**config.mk**
```make
export PLATFORM = sky130hd
export DESIGN_NAME = mpf_port_pins
export DESIGN_NICKNAME = d
export VERILOG_FILES = /design/src/mpf_nibble_port.v /design/src/mpf_port_pins.v /design/src/mpf_prog_addr.v
export VERILOG_INCLUDE_DIRS = /design/src /design/src/src
export SDC_FILE = /design/constraint.sdc
export NUM_CORES = 1
export LEC_CHECK = 0
export CORE_UTILIZATION = 50
export DETAILED_ROUTE_END_ITERATION = 7
export DONT_BUFFER_PORTS = 1
export PLACE_DENSITY_LB_ADDON = 0.3
export SETUP_SLACK_MARGIN = 0.4
export SLEW_MARGIN = 20
export SYNTH_ARGS = -nofsm -noshare
export SYNTH_HDL_FRONTEND = slang
export SYNTH_SLANG_ARGS = --single-unit
```
**constraint.sdc**
```tcl
create_clock -name clk_sys_i -period 3.18 [get_ports clk_sys_i]
set_clock_uncertainty 0.15 [all_clocks]
set_input_delay 0.318 -clock clk_sys_i [delete_from_list [all_inputs] [get_ports clk_sys_i]]
set_output_delay 0.318 -clock clk_sys_i [all_outputs]
set_load 0.01 [all_outputs]
```
**src/mpf_defs.vh**
```
/*
  Register map, field positions, reset values and programming-mode
  encodings for the port pin block. Included by every design file.
*/
`ifndef MPF_DEFS_VH
`define MPF_DEFS_VH

// ----
// register byte offsets on the Avalon-MM slave
// ----
`define MPF_OFS_OUT_A 8'h00
`define MPF_OFS_OUT_B 8'h04
`define MPF_OFS_OUT_C 8'h08
`define MPF_OFS_OUT_D 8'h0C
`define MPF_OFS_OUT_E 8'h10
`define MPF_OFS_DIR 8'h14
`define MPF_OFS_PULLUP 8'h18
`define MPF_OFS_ALT 8'h1C
`define MPF_OFS_PIN_IN 8'h20
`define MPF_OFS_IRQ_STS 8'h24
`define MPF_OFS_IRQ_CLR 8'h28
`define MPF_OFS_IRQ_EN 8'h2C
`define MPF_OFS_PROG 8'h30

// ----
// field positions
// ----
`define MPF_DIR_A_BIT 0
`define MPF_DIR_B_BIT 1
`define MPF_DIR_E_BIT 2
`define MPF_DIR_C_LSB 4
`define MPF_DIR_D_LSB 8
`define MPF_PU_A_BIT 0
`define MPF_PU_B_BIT 1
`define MPF_PU_E_BIT 2
`define MPF_PU_D_LSB 4
`define MPF_ALT_TMR_BIT 0
`define MPF_ALT_SO_BIT 1
`define MPF_ALT_SCK_BIT 2
`define MPF_IRQ_RLS_BIT 0
`define MPF_IRQ_INT_BIT 1
`define MPF_IRQ_STEP_BIT 2

// ----
// reset values
// ----
`define MPF_RST_NIB 4'h0
`define MPF_RST_GRP 3'h0
`define MPF_RST_IRQ 3'h0

// ----
// programming mode-select codes, bit n is mode select input n
// ----
`define MPF_MD_ADDR_CLR 4'h5
`define MPF_MD_WRITE 4'hE
`define MPF_MD_VERIFY 4'hC
`define MPF_MD_INH_MASK 4'hD
`define MPF_MD_INH_CODE 4'hD
`define MPF_PULSES_PER_ADDR 3'h4

`endif

```
**src/mpf_nibble_port.v**
```verilog
/*
  One 4-bit port cell: registered pin drive, output enable and pull-up,
  registered pin sample. Assumes pins are synchronous to clk_sys_i.
*/
`timescale 1ns/1ps
module mpf_nibble_port #(
  parameter OPEN_DRAIN = 0
) (
  input wire clk_sys_i,
  input wire rst_n_i,
  input wire [3:0] dir_i,
  input wire [3:0] out_i,
  input wire [3:0] pu_i,
  input wire [3:0] pin_i,
  output reg [3:0] pin_o,
  output reg [3:0] pin_oe_o,
  output reg [3:0] pin_pu_o,
  output reg [3:0] in_o
);
  `include "mpf_defs.vh"

  // ----
  // per-bit drive cells
  // ----
  genvar i;
  generate
    for (i = 0; i < 4; i = i + 1) begin : g_bit
      // open drain only pulls low, push-pull drives both levels
      always @(posedge clk_sys_i or negedge rst_n_i) begin
        if (!rst_n_i) begin
          pin_o[i] <= 1'b0;
          pin_oe_o[i] <= 1'b0;
          pin_pu_o[i] <= 1'b0;
          in_o[i] <= 1'b0;
        end else begin
          in_o[i] <= pin_i[i];
          if (OPEN_DRAIN != 0) begin
            pin_o[i] <= 1'b0;
            pin_oe_o[i] <= dir_i[i] & ~out_i[i];
            pin_pu_o[i] <= pu_i[i];
          end else begin
            pin_o[i] <= out_i[i];
            pin_oe_o[i] <= dir_i[i];
            pin_pu_o[i] <= pu_i[i] & ~dir_i[i];
          end
        end
      end
    end
  endgenerate
endmodule

```
**src/mpf_port_pins.v**
```verilog
/*
  Port pin block of a small 4-bit controller: five 4-bit I/O ports, one
  2-bit input port, alternate functions and the program memory
  write/verify pin reuse. Registers over Avalon-MM with waitrequest.
  Assumes all pins are synchronous to clk_sys_i and that the core gives
  the programming-mode entry level, timer carry and serial signals.
*/
// Functional notes
// - the analog-shared port is 4-bit bidirectional with per-bit direction.
// - general ports A and B and the open-drain nibble port switch direction as a whole nibble.
// - pull-ups of general ports A and B and the open-drain nibble port are enabled per nibble.
// - pull-ups of the multi-function open-drain port are enabled per bit.
// - the multi-function open-drain port has per-bit direction.
// - a 2-bit input-only port exists, bit 1 sharing the converter reference pin.
// - bit 0 of the input-only port, driven low, releases standby.
// - multi-function port bit 3 is timer carry out, 2 serial in, 1 serial out, 0 serial clock.
// - the interrupt pin is both an interrupt request and a standby release input.
// - open-drain ports only pull low; other ports drive both levels.
// - in programming mode four mode-select inputs choose the operation.
// - in programming mode an 8-bit data bus is written by the programmer, read on verify.
// - in programming mode an address-update clock steps the internal address.
// - every four update pulses advance the address; verify shows the next word's data.
`timescale 1ns/1ps
module mpf_port_pins #(
  parameter ADDR_W = 12
) (
  input wire clk_sys_i,
  input wire rst_n_i,
  // avalon-mm slave
  input wire [7:0] avs_address,
  input wire avs_read,
  input wire avs_write,
  input wire [31:0] avs_writedata,
  output reg [31:0] avs_readdata,
  output wire avs_waitrequest,
  output wire irq_o,
  // general ports a and b (push-pull), data bus in programming mode
  input wire [3:0] general_port_a_i,
  output wire [3:0] general_port_a_o,
  output wire [3:0] general_port_a_oe_o,
  output wire [3:0] general_port_a_pu_o,
  input wire [3:0] general_port_b_i,
  output wire [3:0] general_port_b_o,
  output wire [3:0] general_port_b_oe_o,
  output wire [3:0] general_port_b_pu_o,
  // analog-shared port (push-pull), mode select in programming mode
  input wire [3:0] analog_shared_port_i,
  output wire [3:0] analog_shared_port_o,
  output wire [3:0] analog_shared_port_oe_o,
  // multi-function and nibble open-drain ports
  input wire [3:0] multifunction_od_port_i,
  output wire [3:0] multifunction_od_port_o,
  output wire [3:0] multifunction_od_port_oe_o,
  output wire [3:0] multifunction_od_port_pu_o,
  input wire [3:0] open_drain_nibble_port_i,
  output wire [3:0] open_drain_nibble_port_o,
  output wire [3:0] open_drain_nibble_port_oe_o,
  output wire [3:0] open_drain_nibble_port_pu_o,
  // input-only port and interrupt pin
  input wire [1:0] two_bit_input_port_i,
  input wire ext_int_pin_i,
  // core side alternate functions
  input wire timer_one_carry_out_n_i,
  input wire serial_data_out_i,
  input wire serial_clock_out_i,
  input wire serial_clock_oe_i,
  output reg serial_data_in_o,
  output reg serial_clock_in_o,
  output reg standby_release_o,
  output reg ext_int_req_o,
  // programming mode
  input wire prog_mode_i,
  input wire prog_step_clk_i,
  input wire [7:0] prog_rdata_i,
  output reg [7:0] prog_wdata_o,
  output reg prog_write_o,
  output reg prog_verify_o,
  output wire [ADDR_W-1:0] prog_addr_o
);
  `include "mpf_defs.vh"

  // ----
  // register decode
  // ----
  // one-hot select of the addressed word, zero when unmapped
  function [12:0] reg_sel;
    input [7:0] addr;
    begin
      reg_sel = 13'h0000;
      case (addr)
        `MPF_OFS_OUT_A: reg_sel = 13'h0001;
        `MPF_OFS_OUT_B: reg_sel = 13'h0002;
        `MPF_OFS_OUT_C: reg_sel = 13'h0004;
        `MPF_OFS_OUT_D: reg_sel = 13'h0008;
        `MPF_OFS_OUT_E: reg_sel = 13'h0010;
        `MPF_OFS_DIR: reg_sel = 13'h0020;
        `MPF_OFS_PULLUP: reg_sel = 13'h0040;
        `MPF_OFS_ALT: reg_sel = 13'h0080;
        `MPF_OFS_PIN_IN: reg_sel = 13'h0100;
        `MPF_OFS_IRQ_STS: reg_sel = 13'h0200;
        `MPF_OFS_IRQ_CLR: reg_sel = 13'h0400;
        `MPF_OFS_IRQ_EN: reg_sel = 13'h0800;
        `MPF_OFS_PROG: reg_sel = 13'h1000;
        default: reg_sel = 13'h0000;
      endcase
    end
  endfunction

  reg ack_q;
  wire [12:0] sel;
  wire wr_en;
  wire rd_en;

  reg [3:0] out_a_q, out_b_q, out_c_q, out_d_q, out_e_q;
  reg [2:0] dir_grp_q;
  reg [3:0] dir_c_q, dir_d_q;
  reg [2:0] pu_grp_q;
  reg [3:0] pu_d_q;
  reg [2:0] alt_q;
  reg [2:0] irq_sts_q, irq_en_q;
  reg [1:0] in_f_q;
  reg int_q;
  reg [3:0] md_q;
  wire [3:0] in_a, in_b, in_c, in_d, in_e;
  wire [2:0] irq_evt;
  wire prog_step;

  // one wait cycle, answer on the second cycle of every access
  assign avs_waitrequest = (avs_read | avs_write) & ~ack_q;
  assign sel = reg_sel(avs_address);
  assign wr_en = avs_write & ~ack_q;
  assign rd_en = avs_read & ~ack_q;

  // ----
  // bus handshake and read data
  // ----
  // read data are captured with the acknowledge
  always @(posedge clk_sys_i or negedge rst_n_i) begin
    if (!rst_n_i) begin
      ack_q <= 1'b0;
      avs_readdata <= 32'h00000000;
    end else begin
      ack_q <= (avs_read | avs_write) & ~ack_q;
      if (rd_en) begin
        case (1'b1)
          sel[0]: avs_readdata <= {28'h0000000, out_a_q};
          sel[1]: avs_readdata <= {28'h0000000, out_b_q};
          sel[2]: avs_readdata <= {28'h0000000, out_c_q};
          sel[3]: avs_readdata <= {28'h0000000, out_d_q};
          sel[4]: avs_readdata <= {28'h0000000, out_e_q};
          sel[5]: avs_readdata <= {20'h00000, dir_d_q, dir_c_q, 1'b0, dir_grp_q};
          sel[6]: avs_readdata <= {24'h000000, pu_d_q, 1'b0, pu_grp_q};
          sel[7]: avs_readdata <= {29'h00000000, alt_q};
          sel[8]: avs_readdata <= {10'h000, in_f_q, in_e, in_d, in_c, in_b, in_a};
          sel[9]: avs_readdata <= {29'h00000000, irq_sts_q};
          sel[11]: avs_readdata <= {29'h00000000, irq_en_q};
          sel[12]: avs_readdata <= {{(16-ADDR_W){1'b0}}, prog_addr_o, 9'h000,
            prog_verify_o, prog_write_o, md_q, prog_mode_i};
          default: avs_readdata <= 32'h00000000;
        endcase
      end
    end
  end

  // ----
  // control registers
  // ----
  // all ports input, alternate outputs off after reset
  always @(posedge clk_sys_i or negedge rst_n_i) begin
    if (!rst_n_i) begin
      out_a_q <= `MPF_RST_NIB;
      out_b_q <= `MPF_RST_NIB;
      out_c_q <= `MPF_RST_NIB;
      out_d_q <= `MPF_RST_NIB;
      out_e_q <= `MPF_RST_NIB;
      dir_grp_q <= `MPF_RST_GRP;
      dir_c_q <= `MPF_RST_NIB;
      dir_d_q <= `MPF_RST_NIB;
      pu_grp_q <= `MPF_RST_GRP;
      pu_d_q <= `MPF_RST_NIB;
      alt_q <= `MPF_RST_GRP;
      irq_en_q <= `MPF_RST_IRQ;
    end else if (wr_en) begin
      if (sel[0]) out_a_q <= avs_writedata[3:0];
      if (sel[1]) out_b_q <= avs_writedata[3:0];
      if (sel[2]) out_c_q <= avs_writedata[3:0];
      if (sel[3]) out_d_q <= avs_writedata[3:0];
      if (sel[4]) out_e_q <= avs_writedata[3:0];
      if (sel[5]) begin
        dir_grp_q <= avs_writedata[2:0];
        dir_c_q <= avs_writedata[`MPF_DIR_C_LSB+3:`MPF_DIR_C_LSB];
        dir_d_q <= avs_writedata[`MPF_DIR_D_LSB+3:`MPF_DIR_D_LSB];
      end
      if (sel[6]) begin
        pu_grp_q <= avs_writedata[2:0];
        pu_d_q <= avs_writedata[`MPF_PU_D_LSB+3:`MPF_PU_D_LSB];
      end
      if (sel[7]) alt_q <= avs_writedata[2:0];
      if (sel[11]) irq_en_q <= avs_writedata[2:0];
    end
  end

  // ----
  // pin drive selection
  // ----
  wire md_verify;
  wire md_write;
  wire md_clear;
  wire [3:0] dir_a, dir_b, dir_c, dir_d, dir_e;
  wire [3:0] drv_a, drv_b, drv_d;
  wire [3:0] pu_a, pu_b, pu_d, pu_e;

  assign md_clear = prog_mode_i & (md_q == `MPF_MD_ADDR_CLR);
  assign md_write = prog_mode_i & (md_q == `MPF_MD_WRITE);
  assign md_verify = prog_mode_i & (md_q == `MPF_MD_VERIFY);

  // data bus: low nibble on port a, high on port b, driven only on verify
  assign dir_a = prog_mode_i ? {4{md_verify}} : {4{dir_grp_q[`MPF_DIR_A_BIT]}};
  assign dir_b = prog_mode_i ? {4{md_verify}} : {4{dir_grp_q[`MPF_DIR_B_BIT]}};
  assign drv_a = prog_mode_i ? prog_rdata_i[3:0] : out_a_q;
  assign drv_b = prog_mode_i ? prog_rdata_i[7:4] : out_b_q;
  assign dir_c = prog_mode_i ? 4'h0 : dir_c_q;
  assign dir_e = prog_mode_i ? 4'h0 : {4{dir_grp_q[`MPF_DIR_E_BIT]}};

  // multi-function port: alternate enables take over direction and level
  assign dir_d[3] = ~prog_mode_i & (alt_q[`MPF_ALT_TMR_BIT] | dir_d_q[3]);
  assign drv_d[3] = alt_q[`MPF_ALT_TMR_BIT] ? timer_one_carry_out_n_i : out_d_q[3];
  assign dir_d[2] = ~prog_mode_i & dir_d_q[2];
  assign drv_d[2] = out_d_q[2];
  assign dir_d[1] = ~prog_mode_i & (alt_q[`MPF_ALT_SO_BIT] | dir_d_q[1]);
  assign drv_d[1] = alt_q[`MPF_ALT_SO_BIT] ? serial_data_out_i : out_d_q[1];
  assign dir_d[0] = ~prog_mode_i & (alt_q[`MPF_ALT_SCK_BIT] ? serial_clock_oe_i
    : dir_d_q[0]);
  assign drv_d[0] = alt_q[`MPF_ALT_SCK_BIT] ? serial_clock_out_i : out_d_q[0];

  // pull-ups: whole nibble on a, b and e, per bit on d, none while programming
  assign pu_a = prog_mode_i ? 4'h0 : {4{pu_grp_q[`MPF_PU_A_BIT]}};
  assign pu_b = prog_mode_i ? 4'h0 : {4{pu_grp_q[`MPF_PU_B_BIT]}};
  assign pu_e = prog_mode_i ? 4'h0 : {4{pu_grp_q[`MPF_PU_E_BIT]}};
  assign pu_d = prog_mode_i ? 4'h0 : pu_d_q;

  // ----
  // port cells
  // ----
  mpf_nibble_port #(.OPEN_DRAIN(0)) u_port_a (
    .clk_sys_i(clk_sys_i),
    .rst_n_i(rst_n_i),
    .dir_i(dir_a),
    .out_i(drv_a),
    .pu_i(pu_a),
    .pin_i(general_port_a_i),
    .pin_o(general_port_a_o),
    .pin_oe_o(general_port_a_oe_o),
    .pin_pu_o(general_port_a_pu_o),
    .in_o(in_a)
  );

  mpf_nibble_port #(.OPEN_DRAIN(0)) u_port_b (
    .clk_sys_i(clk_sys_i),
    .rst_n_i(rst_n_i),
    .dir_i(dir_b),
    .out_i(drv_b),
    .pu_i(pu_b),
    .pin_i(general_port_b_i),
    .pin_o(general_port_b_o),
    .pin_oe_o(general_port_b_oe_o),
    .pin_pu_o(general_port_b_pu_o),
    .in_o(in_b)
  );

  mpf_nibble_port #(.OPEN_DRAIN(0)) u_port_c (
    .clk_sys_i(clk_sys_i),
    .rst_n_i(rst_n_i),
    .dir_i(dir_c),
    .out_i(out_c_q),
    .pu_i(4'h0),
    .pin_i(analog_shared_port_i),
    .pin_o(analog_shared_port_o),
    .pin_oe_o(analog_shared_port_oe_o),
    .pin_pu_o(),
    .in_o(in_c)
  );

  mpf_nibble_port #(.OPEN_DRAIN(1)) u_port_d (
    .clk_sys_i(clk_sys_i),
    .rst_n_i(rst_n_i),
    .dir_i(dir_d),
    .out_i(drv_d),
    .pu_i(pu_d),
    .pin_i(multifunction_od_port_i),
    .pin_o(multifunction_od_port_o),
    .pin_oe_o(multifunction_od_port_oe_o),
    .pin_pu_o(multifunction_od_port_pu_o),
    .in_o(in_d)
  );

  mpf_nibble_port #(.OPEN_DRAIN(1)) u_port_e (
    .clk_sys_i(clk_sys_i),
    .rst_n_i(rst_n_i),
    .dir_i(dir_e),
    .out_i(out_e_q),
    .pu_i(pu_e),
    .pin_i(open_drain_nibble_port_i),
    .pin_o(open_drain_nibble_port_o),
    .pin_oe_o(open_drain_nibble_port_oe_o),
    .pin_pu_o(open_drain_nibble_port_pu_o),
    .in_o(in_e)
  );

  // ----
  // programming address stepper
  // ----
  mpf_prog_addr #(.ADDR_W(ADDR_W)) u_prog_addr (
    .clk_sys_i(clk_sys_i),
    .rst_n_i(rst_n_i),
    .enable_i(prog_mode_i),
    .clear_i(md_clear),
    .step_pin_i(prog_step_clk_i),
    .addr_o(prog_addr_o),
    .step_o(prog_step)
  );

  // ----
  // input-only port, interrupt pin, serial inputs, programming strobes
  // ----
  // samples and derived levels; mode select read from the analog-shared pins
  always @(posedge clk_sys_i or negedge rst_n_i) begin
    if (!rst_n_i) begin
      in_f_q <= 2'h3;
      int_q <= 1'b0;
      md_q <= 4'h0;
      serial_data_in_o <= 1'b0;
      serial_clock_in_o <= 1'b1;
      standby_release_o <= 1'b0;
      ext_int_req_o <= 1'b0;
      prog_wdata_o <= 8'h00;
      prog_write_o <= 1'b0;
      prog_verify_o <= 1'b0;
    end else begin
      in_f_q <= two_bit_input_port_i;
      int_q <= ext_int_pin_i;
      md_q <= prog_mode_i ? analog_shared_port_i : 4'h0;
      serial_data_in_o <= in_d[2];
      serial_clock_in_o <= in_d[0];
      standby_release_o <= ~prog_mode_i & (~two_bit_input_port_i[0] | ext_int_pin_i);
      ext_int_req_o <= ~prog_mode_i & ext_int_pin_i & ~int_q;
      prog_wdata_o <= {general_port_b_i, general_port_a_i};
      prog_write_o <= md_write;
      prog_verify_o <= md_verify;
    end
  end

  // ----
  // interrupt status, set wins over clear
  // ----
  assign irq_evt[`MPF_IRQ_RLS_BIT] = ~prog_mode_i & in_f_q[0] & ~two_bit_input_port_i[0];
  assign irq_evt[`MPF_IRQ_INT_BIT] = ~prog_mode_i & ext_int_pin_i & ~int_q;
  assign irq_evt[`MPF_IRQ_STEP_BIT] = prog_step;

  // sticky status bits cleared by writing ones to the clear word
  always @(posedge clk_sys_i or negedge rst_n_i) begin
    if (!rst_n_i) begin
      irq_sts_q <= `MPF_RST_IRQ;
    end else begin
      irq_sts_q <= (irq_sts_q & ~({3{wr_en & sel[10]}} & avs_writedata[2:0])) | irq_evt;
    end
  end

  assign irq_o = |(irq_sts_q & irq_en_q);
endmodule

```
**src/mpf_prog_addr.v**
```verilog
/*
  Programming address stepper: counts rising edges of the address-update
  clock pin and advances the address once per group of pulses.
  Assumes the pin is synchronous to clk_sys_i and slower than it.
*/
`timescale 1ns/1ps
module mpf_prog_addr #(
  parameter ADDR_W = 12
) (
  input wire clk_sys_i,
  input wire rst_n_i,
  input wire enable_i,
  input wire clear_i,
  input wire step_pin_i,
  output reg [ADDR_W-1:0] addr_o,
  output reg step_o
);
  `include "mpf_defs.vh"

  reg pin_prev_q;
  reg [2:0] cnt_q;
  wire rise;

  assign rise = enable_i & step_pin_i & ~pin_prev_q;

  // pulse counter and address; clear wins over a pulse
  always @(posedge clk_sys_i or negedge rst_n_i) begin
    if (!rst_n_i) begin
      pin_prev_q <= 1'b0;
      cnt_q <= 3'h0;
      addr_o <= {ADDR_W{1'b0}};
      step_o <= 1'b0;
    end else begin
      pin_prev_q <= step_pin_i;
      step_o <= 1'b0;
      if (clear_i) begin
        cnt_q <= 3'h0;
        addr_o <= {ADDR_W{1'b0}};
      end else if (rise) begin
        if (cnt_q == `MPF_PULSES_PER_ADDR - 3'h1) begin
          cnt_q <= 3'h0;
          addr_o <= addr_o + {{(ADDR_W-1){1'b0}}, 1'b1};
          step_o <= 1'b1;
        end else begin
          cnt_q <= cnt_q + 3'h1;
        end
      end
    end
  end
endmodule

```
==> results of run 1 <==
final timing paths:
kind | start | end | slack (ns) | cells past startpoint
max in group asynchronous | rst_n_i | in_f_q[0]$_DFF_PN1_ | 3.20 | 0
min in group clk_sys_i | prog_mode_i | u_port_e.pin_oe_o[1]$_DFF_PN0_ | 0.01 | 2
max | u_prog_addr.cnt_q[0]$_DFFE_PN0P_ | u_prog_addr.addr_o[8]$_DFFE_PN0P_ | 0.95 | 6
max reg2reg | u_prog_addr.cnt_q[0]$_DFFE_PN0P_ | u_prog_addr.addr_o[8]$_DFFE_PN0P_ | 0.95 | 6
min reg2reg | u_port_d.in_o[0]$_DFF_PN0_ | serial_clock_in_o$_DFF_PN1_ | 0.24 | 0
min | rst_n_i | u_port_b.pin_oe_o[0]$_DFF_PN0_ | -0.55 | 0
state kept, by name, summed over array words and instances, names as in the netlist, 4 cells and up:
register and cells:
out_b_q 4, u_port_a.pin_o 4, dir_c_q 4, u_prog_addr.addr_o 12, pu_d_q 4, avs_readdata 28
u_port_e.pin_oe_o 4, md_q 4, u_port_d.pin_pu_o 4, dir_d_q 4, prog_wdata_o 8, out_d_q 4
u_port_b.pin_o 4, out_c_q 4, out_a_q 4, u_port_c.pin_oe_o 4, u_port_e.in_o 4, u_port_c.pin_o 4
out_e_q 4, u_port_c.in_o 4, u_port_d.pin_oe_o 4, u_port_d.in_o 4
worst register-to-register path, delay by kind of cell, from the launching register on:
| family | cells | cell delay [ns] |
|---|---|---|
| XOR/XNOR | 1 | 0.18 |
| flip-flops | 1 | 0.38 |
| adder cells (fa/ha/maj) | 1 | 0.18 |
| AND/OR/NAND/NOR | 4 | 1.19 |
cell families after synthesis:
family,count (synthesis)
mux,55
other cells,1
compound gates,91
fa+ha+maj,2
buf+inv,68
xor+xnor,8
flops,159
simple gates,173
synth_stat cells, types with 2 or more instances:
master | count | area, um^2
buf_1 | 4 | 15.0
a222oi_1 | 2 | 20.0
nand3b_1 | 2 | 15.0
a221o_1 | 11 | 110
o22ai_1 | 5 | 31.3
mux2_2 | 53 | 597
nor4_1 | 6 | 37.5
ha_1 | 2 | 25.0
xor2_1 | 4 | 35.0
nor3_1 | 15 | 75.1
buf_2 | 5 | 25.0
dfstp_2 | 3 | 78.8
a21oi_1 | 19 | 95.1
clkbuf_1 | 16 | 60.1
nand3_1 | 7 | 35.0
xnor2_1 | 4 | 35.0
or4_1 | 2 | 15.0
nor2b_1 | 13 | 81.3
a21o_1 | 7 | 52.6
dfrtp_1 | 156 | 3900
o21ai_0 | 11 | 55.1
inv_1 | 12 | 45.0
nand4b_1 | 2 | 17.5
and3_1 | 9 | 56.3
or3_1 | 8 | 50.1
a22o_1 | 12 | 105
a221oi_1 | 7 | 61.3
a22o_2 | 2 | 20.0
nor3b_1 | 11 | 82.6
nor2_1 | 33 | 124
a211oi_1 | 4 | 30.0
buf_4 | 30 | 225
nand2_1 | 31 | 116
and2_1 | 12 | 75.1
nand2b_1 | 11 | 68.8
cell type report:
class,count,area (um^2)
Inverter,12,45.0
Tap cell,172,215
Sequential cell,159,3980
Multi-Input combinational cell,341,2390
Fill cell,1030,5110
Clock inverter,10,87.6
Timing Repair Buffer,53,533
Clock buffer,22,464
through the flow:
stage	std cells	cell area [um^2]	setup WS (ns)
6_report	769	7710	0.946
4_1_cts	769	7710	0.960
3_5_place_dp	687	6650	0.558
2_1_floorplan	568	6750	0.825
5_1_grt	769	7710	0.737
3_3_place_gp	687	6650	0.606
routing by layer:
layer / wire (um) / share of wire (%) / global-route usage (%) / vias to the layer above
met5: 0 / 0 / 0 / -
met4: 381 / 2.4 / 9.21 / 0
met3: 1060 / 6.6 / 7.56 / 36
met2: 7640 / 48 / 38.0 / 196
met1: 6900 / 43 / 31.4 / 2336
li1: - / - / - / 1995
power by group through the flow:
stage                     sequential [mW]  combinational, mW  clock (mW)
after global routing                 2.24              0.310        2.01
after detailed placement             2.27              0.209           0
after floorplan                      2.23              0.211           0
final                                2.23              0.281        1.89
after global placement               2.26              0.198           0
after CTS                            2.23              0.280        1.93
==> results.toml, run 1 <==
[outcome]
status = "finished, violations left"
violations = "negative hold slack"

[logic_synthesis]
ys_ff_latch = 159
syn_area_um2 = 6710
synthMuxAreaShare_pct = 9.21
synth-compound-area-share_pct = 10.0
synthAdderAreaFrac_pct = 0.373
synth.avg_cell_area_um2 = 12.0
synth_edf_count = 0
synth_cell_types = 61
synth_top_family_by_area = "simple AND/OR/NAND/NOR gates"
async_flop_share_pct = 100
synth_xor_area_share_pct = 1.04
yosys.area_share.simple_pct = 14.2
ys.flop_type = "dfrtp_1"
syn_inst = 557
synth_warnings = 0
yosysSeqAreaShare_pct = 59.4

[power]
intPower_mw = 3.38
pwr-share-comb_pct = 6.4
clockPowerShare_pct = 43.0
total_power_mw = 4.41
cellPowerDensity_nw_per_um2 = 571
p_sw_mw = 1.03
p_leak_nw = 3.55
peakVddDrop_uv = 414
seq_power_share_pct = 50.6
p_sw_share_pct = 23.3

[floorplanning]
std_cell_rows = 41
fp.dieW_um = 118
die-area_um2 = 13900
io_pins = 197
core_area_um2 = 12800
die_h_um = 118
initial_utilization_pct = 52.3

[critical_path]
critPathTopFamily = "simple AND/OR/NAND/NOR gates"
max_stage_delay_ns = 0.77
critical_path_class = "register to register"
endpoint_kind = "register"
cp_max_fo = 7
worstPathRequired_ns = 3.28
cp-start-kind = "register"
crit_slowest_cell = "nor4_1"
crit_buf_inv = 0
worstPathArrival_ns = 2.34
path_cells = "ha_1 > nand2b_1 > nor4_1 > nand3_1 > xor2_1 > nor2_1"

[finish]
antennaDiodeCount = 0
final_core_util_pct = 60.1
nets = 667
area_growth_pct = 15.0
drive_gt1_share_pct = 16.6
mostFrequentLayoutCell = "dfrtp_1"
final_cell_mix = "156 x dfrtp_1, 53 x mux2_2, 49 x dlygate4sd3_1, 33 x nor2_1, 31 x nand2_1"

[clocking]
cts.htree.levels = 4
clk_pin_slew_ns = 0.06
clockBufferDepth = 2
cts_hold_buffers = 50
cts_buffers = 17
cts_tree = "yes"
ctsRootBufferMaster = "clkbuf_16"
clkSinkCount = 159
postCtsSetupRepairBufs = 0
cts_resized = 0
clock_latency_ns = 0.41

[grt]
antenna_found_initial = 0
grt_first_pass_wirelength_mm = 25.8
grt_max_degree = 160
grt_pass1_vias = 4670
grt_use_total_pct = 24.2
overflow = 0

[sta]
fmax_mhz = 448
hold_viol = 159
setup_violations = 0
rsz0062_at_grt = "no"
setup_tns_ns = 0
drv_slew = 0
period_needed_ns = 2.23
tightest_slew_ns = 1.10
finalCritPeriodShare_pct = 70.2
fin_hold_ws_ns = -0.551
relSlewSlack_pct = 26.4

[routing]
wl_per_cell_um = 20.8
via_per_inst = 5.93
antenna_left = 0
drtIter0Drc = 434
dr.pass1.iters = 5
routed-via-count = 4563
route.detailed.drc = 0
wl_mm = 16.0

[placement]
port_buffers = 0
dp_hpwl_mm = 10.6
gp_congestion = 0.908

[run]
timing.max_cap.violations = 0

[worst_hold_path]
hold_path_class = "primary input to asynchronous set/reset pin"
Power figures use the tool's default switching activity.
==> inputs of run 2 (changes only) <==
==> constraint.sdc (replaced) <==
create_clock -name clk_sys_i -period 1.9 [get_ports clk_sys_i]
set_clock_uncertainty 0.15 [all_clocks]
set_input_delay 0.19 -clock clk_sys_i [delete_from_list [all_inputs] [get_ports clk_sys_i]]
set_output_delay 0.19 -clock clk_sys_i [all_outputs]
set_load 0.01 [all_outputs]
==> run 2 against run 1 <==
The run still ends with negative hold slack left. Clock power up 76%. Hold slack lost 0.16 ns. Sequential cell count unchanged. Clock-buffer cell count is 2 lower. Largest cell class unchanged. Largest power group unchanged.
==> results.toml, run 2 (same netlist as run 1, synthesis figures left out) <==
[outcome]
status = "finished, violations left"
violations = "negative hold slack"

[sta]
setup_violations = 0
tightest_slew_ns = 0.558
fmax_mhz = 566
setup_tns_ns = 0
drv_slew = 0
hold_viol = 161
relSlewSlack_pct = 62.7
fin_hold_ws_ns = -0.708
rsz0062_at_grt = "yes"
worst_slack_ns = 0.134
period_needed_ns = 1.77
finalCritPeriodShare_pct = 92.9

[power]
total_power_mw = 7.91
peakVddDrop_uv = 650
p_sw_mw = 1.98
clockPowerShare_pct = 42.0
cellPowerDensity_nw_per_um2 = 887
p_leak_nw = 4.15
p_sw_share_pct = 25.0
seq_power_share_pct = 47.4
pwr-share-comb_pct = 10.6
intPower_mw = 5.93

[clocking]
cts_tree = "yes"
cts.htree.levels = 4
cts_buffers = 17
clock_latency_ns = 0.44
clk_pin_slew_ns = 0.07
clockBufferDepth = 2
ctsRootBufferMaster = "clkbuf_16"
clkSinkCount = 159

[routing]
met1_length_mm = 7.74
via_per_inst = 5.85
dr.pass1.iters = 5
route.detailed.drc = 0
wl_met2_mm = 9.38
wl_per_cell_um = 22.4
route.top_layer_used = "met4"
antenna_left = 0
routed-via-count = 4911
drtIter0Drc = 410
wl_mm = 18.8
met3_length_mm = 1.30

[floorplanning]
fp.dieW_um = 118
io_pins = 197
initial_utilization_pct = 52.3
die_h_um = 118
std_cell_rows = 41
core_area_um2 = 12800
die-area_um2 = 13900

[placement]
dp_hpwl_mm = 10.9
port_buffers = 0
gp_congestion = 0.886
dp_worst_setup_slack_ns = -0.105

[finish]
final_cell_mix = "155 x dfrtp_1, 54 x dlygate4sd3_1, 38 x buf_4, 28 x nor2_1"
largest_registers = "avs_readdata (28), u_prog_addr.addr_o (12), prog_wdata_o (8)"
area_growth_pct = 32.9
largest_register_ffs = 28
drive_gt1_share_pct = 34.2
largest_register = "avs_readdata"
mostFrequentLayoutCell = "dfrtp_1"
nets = 737

[critical_path]
worstPathRequired_ns = 2.11
cp-start-kind = "register"
cp_max_fo = 4
worstPathArrival_ns = 1.98
endpoint_kind = "register"
crit_slowest_cell = "dfrtp_1"
max_stage_delay_ns = 0.41
critical_path_class = "register to register"
path_cells = "ha_4 > nand2b_4 > buf_6 > nor4_4 > buf_4 > nand3_2 > xnor2_2 > nor2_1"

[grt]
grt_use_total_pct = 27.2
grt_pass1_vias = 5020
overflow = 0
antenna_found_initial = 1
grt_first_pass_wirelength_mm = 28.7
grt_max_degree = 160

[worst_hold_path]
hold_path_class = "primary input to asynchronous set/reset pin"

[run]
timing.max_cap.violations = 0
[run 2: final timing paths]
check / startpoint / depth (start not counted) / slack, ns / end
hold reg to reg: u_port_d.in_o[2]$_DFF_PN0_ / 0 / 0.24 / serial_data_in_o$_DFF_PN0_
min in group clk_sys_i: avs_read / 3 / -0.11 / ack_q$_DFF_PN0_
setup reg to reg: u_prog_addr.cnt_q[0]$_DFFE_PN0P_ / 8 / 0.13 / u_prog_addr.addr_o[10]$_DFFE_PN0P_
hold / removal: rst_n_i / 0 / -0.71 / pu_d_q[2]$_DFFE_PN0P_
max in group asynchronous: rst_n_i / 0 / 2.05 / in_f_q[0]$_DFF_PN1_
setup / recovery: u_prog_addr.cnt_q[0]$_DFFE_PN0P_ / 8 / 0.13 / u_prog_addr.addr_o[10]$_DFFE_PN0P_
[run 2: power by group through the flow]
stage	clock network (mW)	logic, mW	registers, mW
2_1_floorplan	0	0.367	3.74
3_3_place_gp	0	0.399	3.78
3_5_place_dp	0	0.415	3.79
4_1_cts	3.34	0.668	3.74
5_1_grt	3.52	0.886	3.77
6_report	3.32	0.835	3.75
[run 2: cell type report]
cell class / count / area (um^2)
clock inverter: 12 / 109
inverter: 12 / 45.0
tap: 172 / 215
timing repair buffer: 120 / 1170
multi-input combinational: 344 / 2920
fill: 889 / 3910
clock buffer: 20 / 467
antenna: 1 / 2.50
sequential: 159 / 3980
[run 2: timing repair]
action	4_1_cts	5_1_grt
hold buffers	54	2
buffers inserted	10	21
gates cloned	2	1
hold endpoints to repair	274	165
endpoints found under the setup margin	75	86
pin swaps	27	31
resized for setup	61	67
[run 2: critical path, delay by kind of cell, from the launching register on]
family,cells,cell delay (ns)
AND/OR/NAND/NOR,4,0.50
flip-flops,1,0.41
buffers and inverters,2,0.30
adder cells (fa/ha/maj),1,0.17
XOR/XNOR,1,0.15
[run 2: per-layer routing]
| metal | global-route usage [%] | vias up |
|---|---|---|
| met5 | 0 | - |
| met4 | 10.4 | 0 |
| met3 | 7.75 | 39 |
| met2 | 43.6 | 212 |
| met1 | 35.1 | 2512 |
| li1 | - | 2148 |
[run 2: stage by stage]
| stage | hold slack [ns] | instances | utilization, % | instance area (um^2) |
|---|---|---|---|---|
| global route | -0.723 | 840 | 69.5 | 8920 |
| finish | -0.708 | 840 | 69.5 | 8920 |
| detailed placement | -0.251 | 717 | 54.3 | 6970 |
| floorplan | -0.256 | 568 | - | 6860 |
| CTS | -0.710 | 815 | 65.9 | 8460 |
| global placement | -0.251 | 717 | 54.3 | 6970 |
==> inputs of run 3 (changes only) <==
==> constraint.sdc (replaced) <==
create_clock -name clk_sys_i -period 1.6 [get_ports clk_sys_i]
set_clock_uncertainty 0.15 [all_clocks]
set_input_delay 0.16 -clock clk_sys_i [delete_from_list [all_inputs] [get_ports clk_sys_i]]
set_output_delay 0.16 -clock clk_sys_i [all_outputs]
set_load 0.01 [all_outputs]
==> run 3 against run 2 <==
The run ends with negative hold slack, negative setup slack left. Clock-buffer cell count decreased by 2. Non-clock buffer count increased by 16. Critical path depth fell by 5. Setup slack worse by 0.47 ns. Sequential power grew 18%. Combinational power rose by 54%. Clock power is 23% higher. Global-route usage up 1.8 points. Critical path type is now register to output pin. Largest power group unchanged.
==> results.toml, run 3 (same netlist as run 1, synthesis figures left out) <==
[outcome]
status = "finished, violations left"
violations = "negative hold slack, negative setup slack"

[power]
p_leak_nw = 4.39
total_power_mw = 9.79
cellPowerDensity_nw_per_um2 = 1040
peakVddDrop_uv = 1040

[clocking]
ctsRootBufferMaster = "clkbuf_16"
clockBufferDepth = 2
clkSinkCount = 159
clk_pin_slew_ns = 0.07
cts_buffers = 17
cts.htree.levels = 4
cts_tree = "yes"
clock_latency_ns = 0.42

[floorplanning]
fp.dieW_um = 118
initial_utilization_pct = 52.3
io_pins = 197
die_h_um = 118
core_area_um2 = 12800
std_cell_rows = 41
die-area_um2 = 13900

[routing]
wl_mm = 20.0
via_per_inst = 5.85
drtIter0Drc = 344
routed-via-count = 5002
wl_per_cell_um = 23.4
route.detailed.drc = 0
antenna_left = 0
dr.pass1.iters = 4

[finish]
largest_registers = "avs_readdata (28), u_prog_addr.addr_o (12), prog_wdata_o (8)"
largest_register_ffs = 28
largest_register = "avs_readdata"
drive_gt1_share_pct = 42.4
n_fill_cell = 799
seq_area_um2 = 4000
nets = 752
final_cell_mix = "139 x dfrtp_1, 51 x dlygate4sd3_1, 41 x buf_6, 37 x buf_4, 36 x mux2_4"
mostFrequentLayoutCell = "dfrtp_1"
area_growth_pct = 40.6
multi_input_area_um2 = 3160

[grt]
overflow = 0
grt_pass1_vias = 5196
grt_first_pass_wirelength_mm = 30.2
antenna_found_initial = 1
grt_max_degree = 160
grt_use_total_pct = 29.0

[sta]
rsz0062_at_grt = "yes"
fmax_mhz = 516
period_needed_ns = 1.94
worst_slack_ns = -0.337
tightest_slew_ns = 0.756
hold_viol = 191
setup_violations = 27
finalCritPeriodShare_pct = 121
relSlewSlack_pct = 49.6
drv_slew = 0
fin_hold_ws_ns = -0.731

[placement]
dp_hpwl_mm = 11.2
port_buffers = 0
dp_worst_setup_slack_ns = -0.390
gp_congestion = 0.864

[critical_path]
crit_buf_inv = 2
worstPathArrival_ns = 1.63
cp-start-kind = "register"
critical_path_class = "register to output pin"
crit_slowest_cell = "a222oi_1"
endpoint_kind = "output pin"
cp_max_fo = 2
max_stage_delay_ns = 0.52
worstPathRequired_ns = 1.29
path_cells = "buf_6 > a222oi_1 > inv_1"
critPathTopFamily = "compound AO/OA/AOI/OAI gates"

[worst_hold_path]
hold_path_class = "primary input to asynchronous set/reset pin"

[run]
timing.max_cap.violations = 0
==> run 3: cell count changes in the layout (fill, tap and decap cells not counted), moves of 4 or more <==
cell / previous run / this run
a21oi_1: 16 / 12
a21oi_2: 2 / 6
buf_6: 23 / 41
dfrtp_1: 155 / 139
dfrtp_2: 1 / 17
mux2_2: 27 / 18
mux2_4: 27 / 36
nand2_1: 25 / 21
==> run 3: cell type report <==
| type | count | area share (%) |
|---|---|---|
| Antenna cell | 1 | 0.0265 |
| Clock buffer | 18 | 4.55 |
| Clock inverter | 14 | 1.66 |
| Timing Repair Buffer | 136 | 15.0 |
| Multi-Input combinational cell | 343 | 33.5 |
| Sequential cell | 159 | 42.4 |
| Tap cell | 172 | 2.28 |
| Inverter | 12 | 0.610 |
==> run 3: stage by stage <==
step / utilization [%] / TNS (ns) / instance area [um^2] / instances / hold slack (ns)
6_report: 73.6 / -1.95 / 9430 / 855 / -0.731
5_1_grt: 73.6 / -3.65 / 9430 / 855 / -0.750
4_1_cts: 70.7 / -0.887 / 9070 / 839 / -0.735
3_5_place_dp: 55.7 / -18.02 / 7140 / 730 / -0.282
3_3_place_gp: 55.7 / -15.92 / 7140 / 730 / -0.281
2_1_floorplan: - / -15.62 / 6940 / 568 / -0.286
==> run 3: power by group <==
part / internal, mW / total (mW) / switching (mW) / leakage [nW]
Combinational: 0.723 / 1.29 / 0.562 / 2.01
Sequential: 4.22 / 4.43 / 0.208 / 2.08
Clock: 2.33 / 4.07 / 1.74 / 0.291
==> run 3: repair_timing <==
action | 4_1_cts | 5_1_grt
setup buffers | 21 | 14
endpoints found under the setup margin | 124 | 136
endpoints found under the hold margin | 274 | 197
resized for setup | 141 | 58
cloned | 5 | 0
hold buffers | 51 | 1
pin swaps | 37 | 32
==> run 3: routing by layer <==
layer | GRT usage (%) | routed length (um)
met5 | 0 | 0
met4 | 10.1 | 477
met1 | 35.6 | 7740
met2 | 47.6 | 10000
met3 | 10.0 | 1760
==> run 3: final timing paths <==
path                                                      endpoint  cells after the start  slack (ns)                        startpoint
worst max-delay path                                         irq_o                      3       -0.34            irq_sts_q[2]$_DFF_PN0_
worst min-delay path                  avs_readdata[15]$_DFFE_PN0P_                      0       -0.73                           rst_n_i
worst max register to register  u_prog_addr.addr_o[11]$_DFFE_PN0P_                      5       -0.16  u_prog_addr.pin_prev_q$_DFF_PN0_
worst min register to register         serial_clock_in_o$_DFF_PN1_                      0        0.24        u_port_d.in_o[0]$_DFF_PN0_
max in group asynchronous                      in_f_q[0]$_DFF_PN1_                      0        1.73                           rst_n_i
min in group clk_sys_i                 standby_release_o$_DFF_PN0_                      2       -0.12                       prog_mode_i
